$ cat src/inc/pabw_pkg.sv
// Constants and carrier types for the per-area bus width and byte order block.
// Assumes a 100 MHz APB clock and eight chip-select areas.
package pabw_pkg;

   // ****************************************************************
   // Geometry
   // ****************************************************************
   localparam int AREAS = 8;
   localparam int REG_W = 16;

   // ****************************************************************
   // Register map (printed offsets, word index is offset / 4 when odd)
   // ****************************************************************
   localparam logic [31:0] BYTE_ORDER_CONFIG_IDX = 32'h0FFF_F668;
   localparam logic [31:0] BUS_WIDTH_CONFIG_IDX = 32'hFFFF_F066;
   localparam logic [11:0] BYTE_ORDER_CONFIG_ADDR = 12'h9A0;
   localparam logic [11:0] BUS_WIDTH_CONFIG_ADDR = 12'h198;

   // ****************************************************************
   // Field layout and reset values
   // ****************************************************************
   localparam logic [15:0] BYTE_ORDER_MASK = 16'h5555;
   localparam logic [15:0] BYTE_ORDER_RESET = 16'h0000;
   localparam logic [15:0] WIDTH_RESET_32 = 16'hAAAA;
   localparam logic [15:0] WIDTH_RESET_16 = 16'h5555;
   localparam logic [15:0] WIDTH_RESET_8 = 16'h0000;
   localparam logic [3:0] HALFWORD_STRB = 4'h3;

   // ****************************************************************
   // Width codes
   // ****************************************************************
   typedef enum logic [1:0] {
      PABW_W8 = 2'h0,
      PABW_W16 = 2'h1,
      PABW_W32 = 2'h2,
      PABW_WBAD = 2'h3
   } pabw_width_type;

   // ****************************************************************
   // System bus access carriers
   // ****************************************************************
   typedef struct packed {
      logic [7:0] chip_select_area;
      logic fixed_little_area;
      logic external_fetch_strobe;
   } pabw_acc_type;

   typedef struct packed {
      pabw_width_type width;
      logic big_endian;
      logic bad_width;
   } pabw_cfg_type;

endpackage

$ cat src/hdl/pabw_sync.sv
// Two flip-flop synchroniser for a group of level inputs.
// Assumes the inputs may change at any time against pclk.
`timescale 1ns/10ps
module pabw_sync #(
   parameter int W = 2
) (
   // Clock and reset
   input wire logic pclk,
   input wire logic presetn,
   // Data
   input wire logic [W-1:0] async_in,
   output logic [W-1:0] sync_out
);
   logic [W-1:0] meta_q;

   // Two stages; first stage read only by second
   always_ff @(posedge pclk or negedge presetn) begin
      if (!presetn) begin
         meta_q <= '0;
         sync_out <= '0;
      end else begin
         meta_q <= async_in;
         sync_out <= meta_q;
      end
   end
endmodule

$ cat src/hdl/pabw_swap.sv
// Byte lane steering of one word for the selected byte order.
// Assumes the lane at the lowest address is bits 7..0 when little endian.
`timescale 1ns/10ps
module pabw_swap (
   // Control
   input wire logic big_endian,
   // Data
   input wire logic [31:0] word_in,
   output logic [31:0] word_out
);
   // ****************************************************************
   // Lane steering, one generate per byte
   // ****************************************************************
   genvar b;
   generate
      for (b = 0; b < 4; b++) begin : g_lane
         // Little keeps the lane; big mirrors it
         assign word_out[8*b +: 8] = big_endian ? word_in[8*(3-b) +: 8] : word_in[8*b +: 8];
      end
   endgenerate
endmodule

$ cat src/hdl/pabw_config.sv
// Per-area bus width and byte order configuration with APB access.
// Assumes a single pclk domain and boot width straps that are stable around reset.
//
// Local design decision: the APB interface to the registers.
`timescale 1ns/10ps
module pabw_config
   import pabw_pkg::*;
(
   // APB clock and reset
   input wire logic pclk,
   input wire logic presetn,
   // APB slave
   input wire logic psel,
   input wire logic penable,
   input wire logic pwrite,
   input wire logic [31:0] paddr,
   input wire logic [31:0] pwdata,
   input wire logic [3:0] pstrb,
   output logic [31:0] prdata,
   output logic pready,
   output logic pslverr,
   // Boot width straps
   input wire logic boot_width_strap_high,
   input wire logic boot_width_strap_low,
   // System bus access
   input wire pabw_pkg::pabw_acc_type acc,
   input wire logic [31:0] acc_wdata,
   input wire logic [31:0] acc_rdata,
   output pabw_pkg::pabw_cfg_type cfg,
   output logic [31:0] bus_wdata,
   output logic [31:0] core_rdata
);
   import pabw_pkg::*;

   // ****************************************************************
   // Strap capture
   // ****************************************************************
   logic [1:0] strap_sync;
   logic strap_done_q;
   logic [15:0] strap_pattern;

   pabw_sync #(.W(2)) u_sync (
      .pclk(pclk),
      .presetn(presetn),
      .async_in({boot_width_strap_high, boot_width_strap_low}),
      .sync_out(strap_sync)
   );

   // Strap pattern select; 11 falls back to 32-bit
   assign strap_pattern = (strap_sync == 2'h1) ? WIDTH_RESET_16 :
                          (strap_sync == 2'h2) ? WIDTH_RESET_8 : WIDTH_RESET_32;

   // ****************************************************************
   // APB decode
   // ****************************************************************
   logic access_ph;
   logic hit_width;
   logic hit_order;
   logic full_half;
   logic wr_width;
   logic wr_order;

   assign access_ph = psel && penable;
   assign hit_width = paddr[11:0] == BUS_WIDTH_CONFIG_ADDR;
   assign hit_order = paddr[11:0] == BYTE_ORDER_CONFIG_ADDR;
   assign full_half = pstrb == HALFWORD_STRB;
   assign wr_width = access_ph && pwrite && hit_width && full_half;
   assign wr_order = access_ph && pwrite && hit_order && full_half;
   assign pready = 1'b1;
   assign pslverr = access_ph && (!(hit_width || hit_order) || (pwrite && !full_half));

   // ****************************************************************
   // Registers
   // ****************************************************************
   logic [15:0] width_q;
   logic [15:0] width_d;
   logic [15:0] order_q;
   logic [15:0] order_d;
   logic [31:0] prdata_d;

   // Width loads strap pattern on each edge until strap capture is done, then software
   assign width_d = !strap_done_q ? strap_pattern : wr_width ? pwdata[15:0] : width_q;
   assign order_d = wr_order ? (pwdata[15:0] & BYTE_ORDER_MASK) : order_q;

   // Read mux
   assign prdata_d = hit_width ? {16'h0000, width_q} :
                     hit_order ? {16'h0000, order_q & BYTE_ORDER_MASK} : 32'h0000_0000;

   // Strap capture waits two edges for the synchroniser to fill, then loads at the third
   logic strap_wait_q;
   logic strap_fill_q;
   always_ff @(posedge pclk or negedge presetn) begin
      if (!presetn) begin
         strap_wait_q <= 1'b0;
         strap_fill_q <= 1'b0;
         strap_done_q <= 1'b0;
      end else begin
         strap_wait_q <= 1'b1;
         strap_fill_q <= strap_wait_q;
         strap_done_q <= strap_done_q | strap_fill_q;
      end
   end

   // Configuration registers
   always_ff @(posedge pclk or negedge presetn) begin
      if (!presetn) begin
         width_q <= WIDTH_RESET_32;
         order_q <= BYTE_ORDER_RESET;
         prdata <= 32'h0000_0000;
      end else begin
         width_q <= width_d;
         order_q <= order_d;
         prdata <= (psel && !penable && !pwrite) ? prdata_d : prdata;
      end
   end

   // ****************************************************************
   // Per-area selection
   // ****************************************************************
   logic [1:0] area_width [AREAS];
   logic [AREAS-1:0] area_big_endian_bit;
   logic [1:0] width_or;
   logic big_or;

   genvar n;
   generate
      for (n = 0; n < AREAS; n++) begin : g_area
         assign area_width[n] = width_q[2*n +: 2];
         assign area_big_endian_bit[n] = order_q[2*n];
      end
   endgenerate

   // Active chip select picks its area's fields
   always_comb begin
      width_or = 2'h0;
      big_or = 1'b0;
      for (int i = 0; i < AREAS; i++) begin
         if (acc.chip_select_area[i]) begin
            width_or = width_or | area_width[i];
            big_or = big_or | area_big_endian_bit[i];
         end
      end
   end

   logic eff_big;
   // Fixed areas and fetches force little endian
   assign eff_big = big_or && !acc.fixed_little_area && !acc.external_fetch_strobe;

   assign cfg.width = pabw_width_type'(width_or);
   assign cfg.big_endian = eff_big;
   assign cfg.bad_width = width_or == PABW_WBAD;

   // ****************************************************************
   // Data steering
   // ****************************************************************
   pabw_swap u_wswap (
      .big_endian(eff_big),
      .word_in(acc_wdata),
      .word_out(bus_wdata)
   );

   pabw_swap u_rswap (
      .big_endian(eff_big),
      .word_in(acc_rdata),
      .word_out(core_rdata)
   );
endmodule

$ cat config.mk
export PLATFORM = sky130hd
export DESIGN_NAME = pabw_config
export DESIGN_NICKNAME = d
export VERILOG_FILES = /design/src/inc/pabw_pkg.sv /design/src/hdl/pabw_sync.sv /design/src/hdl/pabw_swap.sv /design/src/hdl/pabw_config.sv
export SDC_FILE = /design/constraint.sdc
export NUM_CORES = 1
export LEC_CHECK = 0
export BUFFER_PORTS_ARGS = -buffer_cell sky130_fd_sc_hd__buf_2
export CORE_AREA = 2 2 98 100
export CTS_BUF_LIST = sky130_fd_sc_hd__clkbuf_8
export DETAILED_ROUTE_END_ITERATION = 8
export DIE_AREA = 0 0 100 102
export PLACE_DENSITY = 0.71
export SLEW_MARGIN = 30
export SYNTH_ARGS = -nofsm -noshare
export SYNTH_HDL_FRONTEND = slang
export SYNTH_SLANG_ARGS = --single-unit
export TNS_END_PERCENT = 5
$ cat constraint.sdc
create_clock -name pclk -period 4.6 [get_ports pclk]
set_clock_uncertainty 0.2 [all_clocks]
set_input_delay 0.46 -clock pclk [delete_from_list [all_inputs] [get_ports pclk]]
set_output_delay 0.46 -clock pclk [all_outputs]
set_load 0.005 [all_outputs]
**After elaboration in Yosys (flattened, before gate mapping)**

Index checks and enable logic that the tools add are counted.

- Bits in registers: 63
- Bits of input ports: 149
- Output and inout port bits: 102
- Logic and storage cells: 80

- Eq/ne operators: 7
- Muxes and demuxes: 30
- Bitwise operators: 15
- Reduce and logical (&&, ||, !) cells: 20

Operators with widths:

| operator | number |
|---|---|
| 16-bit two-way mux | 5 |
| 8-bit two-way mux | 8 |
| 2-bit two-way mux | 8 |
| 15-bit two-way mux | 1 |
| 2-bit OR | 7 |
| 12-bit equality test (second input constant) | 1 |
| 12-bit by 9-bit equality test with 1-bit output (second input constant) | 1 |
| 1-bit logical AND | 12 |
| 1-bit two-way mux | 8 |
| 1-bit OR | 8 |
| 1-bit logical NOT | 6 |
| 2-bit equality test (second input constant) | 2 |
| 4-bit by 2-bit equality test with 1-bit output (second input constant) | 1 |
| 2-bit by 1-bit equality test with 1-bit output (second input constant) | 1 |
| 1-bit logical OR | 2 |
| 2-bit by 1-bit != test with 1-bit output (second input constant) | 1 |

**Logic depth before layout (Yosys ltp)**

- Depth in word-level cells: 18
- Depth in mapped cells: 6
- Gate-level depth less buffers: 5

**Modules after synthesis**

A second synthesis with hierarchy kept.

- Cells, all modules: 293
- Area, all modules: 3427.0 um^2

Modules (own cells, without submodules):

| module | times used | cells each | area each (um^2) | seq. area each (um^2) |
|---|---|---|---|---|
| pabw_config | 1 | 217 | 2238.4 | 1086.0 |
| pabw_swap | 2 | 36 | 544.3 | 0.0 |
| pabw_sync | 1 | 4 | 100.1 | 100.1 |

**Worst setup path before layout**

No wires, ideal clock.

- Path kind: in2out
- Start point: input port acc[9] (netlist bit)
- End point: output port bus_wdata[6]
- Data arrival time: 1.674 ns
- Required time: 3.940 ns
- Slack: 2.266 ns
- Cell stages on the path: 6
- Path buffers: 2
- Cells stage by stage: a22o_1 a221oi_2 a311oi_1 buf_2 buf_4 mux2_2

- Longest elaborated chain between the ends: 4

Ends and longest elaborated chain:

| item | RTL line | text |
|---|---|---|
| start: declaration | pabw_config.sv:26 | `input wire pabw_pkg::pabw_acc_type acc,` |
| 1-bit two-way mux | pabw_config.sv:138 | `if (acc.chip_select_area[i]) begin` |
| 1-bit logical AND (2 in a row) | pabw_config.sv:147 | `assign eff_big = big_or && !acc.fixed_little_area && !acc.external_fetch_strobe;` |
| 8-bit two-way mux | pabw_swap.sv:18 | `assign word_out[8*b +: 8] = big_endian ? word_in[8*(3-b) +: 8] : word_in[8*b +: 8];` |
| end: declaration | pabw_config.sv:30 | `output logic [31:0] bus_wdata,` |

No other way between the ends.

**Final worst setup path**

- Start point: register order_q[0]
- End point: output port core_rdata[25]

- Longest elaborated chain between the ends: 18

Ends and longest elaborated chain:

| item | RTL line | text |
|---|---|---|
| start: declaration | pabw_config.sv:77 | `logic [15:0] order_q;` |
| start signal: assignment | pabw_config.sv:112 | `order_q <= order_d;` |
| 1-bit two-way mux * | pabw_config.sv:138 |  |
| 1-bit OR | pabw_config.sv:140 | `big_or = big_or \| area_big_endian_bit[i];` |
| 1-bit two-way mux * | pabw_config.sv:138 |  |
| 1-bit OR | pabw_config.sv:140 |  |
| 1-bit two-way mux * | pabw_config.sv:138 |  |
| 1-bit OR | pabw_config.sv:140 |  |
| 1-bit two-way mux * | pabw_config.sv:138 |  |
| 1-bit OR | pabw_config.sv:140 |  |
| 1-bit two-way mux * | pabw_config.sv:138 |  |
| 1-bit OR | pabw_config.sv:140 |  |
| 1-bit two-way mux * | pabw_config.sv:138 |  |
| 1-bit OR | pabw_config.sv:140 |  |
| 1-bit two-way mux * | pabw_config.sv:138 |  |
| 1-bit OR | pabw_config.sv:140 |  |
| 1-bit two-way mux * | pabw_config.sv:138 |  |
| 1-bit logical AND * (2 in a row) | pabw_config.sv:147 |  |
| 8-bit two-way mux * | pabw_swap.sv:18 |  |
| end: declaration | pabw_config.sv:31 | `output logic [31:0] core_rdata` |

Mark *: on every way between the ends. The rest lies on a longest branch, timed or not.

==> flow_summary.json <==
{
  "status": "finished, final reports clean",
  "synthCells": 267,
  "antenna_found_initial": 0,
  "insertion_delay_ps": 290,
  "yosysMostFrequentCell": "mux2_2",
  "place_area_um2": 4070,
  "pre_cts_ws_ps": 1590,
  "die_h_um": 102,
  "die_x_um": 100,
  "initial_core_util": 0.338,
  "clock.fmax_mhz": 324,
  "hp-class": "in2reg",
  "clock_path_buffers": 2,
  "ys_seq_area_frac": 0.386,
  "tightest_slew_ps": 748,
  "antenna_left": 0,
  "synthTopCellsByArea": "dfrtp_1 32%, mux2_2 26%, dfstp_2 6.8%, buf_4 5.6%, mux2_1 2.9%",
  "stdcell_area_um2": 4180,
  "fin_util": 0.459,
  "avgSynthCellArea_um2": 11.5,
  "setup_ws_ps": 1510,
  "grt_pass1_wl_um": 14200,
  "power_density_nw_per_um2": 216,
  "worstRegToRegCells": 3,
  "ios": 251,
  "drt-total-wl_um": 9710,
  "worstPathMaxFanout": 65,
  "nFillCells": 863,
  "num_antenna_cells": 0,
  "yosys_most_used_dff": "dfrtp_1",
  "setup_tns_ps": 0,
  "netlist_area_um2": 3080,
  "crit_type": "reg2out",
  "cts_setup_buffers": 0,
  "ys_ff_latch": 47,
  "setup_viol": 0,
  "synth_commonest_cells": "72 x mux2_2, 39 x dfrtp_1, 23 x buf_4",
  "coreArea_um2": 9110,
  "gp_congestion": 0.834,
  "grt_use_total": 0.180,
  "nNetsFinal": 607,
  "die_area_um2": 10200,
  "vdd_ir_drop_max_mv": 0.145,
  "rsz0062_at_grt": "no",
  "holdCritStartpoint": "boot_width_strap_low",
  "cts_root_buf": "clkbuf_8",
  "drcViolationCount": 0,
  "maxCapViolCount": 0,
  "grt_max_degree": 66,
  "crit_required_ps": 3940,
  "numCtsBuffers": 5,
  "cp-end-kind": "output pin",
  "post-dp-hpwl_um": 7940,
  "slew_headroom": 0.502,
  "hold_path_depth": 1,
  "cp.arrival_ps": 2430,
  "path_clk_slew_ps": 80,
  "area_delta_synth_final_pct": 35.8,
  "cp-start-kind": "register",
  "cts_max_level": 2,
  "finalHoldViolCount": 0,
  "hold_end": "u_sync.meta_q[0]",
  "p_leak_uw": 0.00213,
  "vias_per_cell": 5.04,
  "tritoncts": "done",
  "grt.overflow.total": 0,
  "wl_per_cell_um": 17.1,
  "grt_pass1_vias": 2714,
  "ys_types": 38,
  "r2r-end": "width_q[12]",
  "layout-drive-gt1-share": 0.651,
  "drv_slew": 0,
  "numPortBuffers": 197,
  "synth_top_area_cell": "dfrtp_1",
  "async_flop_share": 1.00,
  "period_share": 0.671,
  "synth_edf_count": 0,
  "ff2ff_setup_slack_ps": 2580,
  "vias": 2867,
  "clkSinkCount": 47,
  "reg2reg_from": "strap_done_q",
  "finalCriticalPeriod_ps": 3090,
  "drt-pass1-iter-count": 4,
  "yosys_warnings": 0,
  "dr.first_iter.drc_count": 110,
  "synth_top_cell_area_share": 0.317,
  "num_rows": 35
}
cell families after synthesis:
logic type | synth area share
mux | 0.293
compound gates | 0.116
other cells | 0.00244
flops | 0.386
simple gates | 0.128
buf+inv | 0.0704
fa+ha+maj | 0.00407
placed cells by master (no fill, tap or decap), types with 9 or more instances in the layout:
| master | n |
|---|---|
| a22oi_1 | 10 |
| dfrtp_1 | 39 |
| and2_1 | 9 |
| conb_1 | 18 |
| buf_2 | 196 |
| mux2_2 | 72 |
| nand2_1 | 18 |
| a22o_1 | 9 |
| nand3_1 | 9 |
state kept, by name, summed over array words and instances (netlist names):
register,cells
strap_wait_q,1
width_q,16
prdata,16
u_sync.sync_out,2
strap_fill_q,1
strap_done_q,1
order_q,8
u_sync.meta_q,2
worst max-delay path: stages, from the launching register on:
cell	delay [ps]
dfrtp_1	380
a22o_1	160
a221oi_2	50
a311oi_4	280
buf_4	630
mux2_2	440
buf_2	160
power by group:
group	internal (uW)	leakage [uW]	switching [uW]
Clock	119	0.0000524	131
Combinational	101	0.00148	86.8
Sequential	443	0.000603	20.1
Total	664	0.00213	238
area by class of cell:
cell class / count / area [um^2] / area share
Multi-Input combinational cell: 203 / 1750 / 0.419
Sequential cell: 47 / 1190 / 0.284
Timing Repair Buffer: 199 / 1010 / 0.241
Tap cell: 111 / 139 / 0.0333
Clock buffer: 6 / 82.6 / 0.0198
Clock inverter: 2 / 8.76 / 0.00210
Inverter: 1 / 3.75 / 0.000899
per-stage QoR:
stage | total power [uW] | instances | hold WS (ps)
finish | 902 | 569 | 69.4
global route | 952 | 569 | 58.8
CTS | 910 | 568 | 63.5
detailed placement | 659 | 560 | 139
global placement | 653 | 560 | 133
floorplan | 548 | 283 | -35.6
how the worst max path moves through the flow:
stage	from	cells after the start	slack, ps	to
finish	order_q[0]	6	1510	core_rdata[25]
detailed placement	acc[9]	7	1590	core_rdata[25]
CTS	order_q[0]	6	1510	core_rdata[25]
global route	order_q[0]	6	1350	core_rdata[25]
global placement	acc[9]	7	1620	core_rdata[25]
floorplan	acc[9]	6	2270	bus_wdata[6]
repair_timing:
action / 4_1_cts / 5_1_grt
endpoints found under the setup margin: 0 / 0
hold buffers: 0 / 1
resized for setup: 0 / 0
hold endpoints to repair: 0 / 10
metal layers:
metal,vias to the layer above,routed length (um),global-route usage
li1,1351,-,-
met1,1364,3610,0.205
met2,143,5300,0.356
met3,9,717,0.0274
met4,0,83,0.0337
met5,-,0,0
No activity file was read; power rests on OpenSTA's default activity.
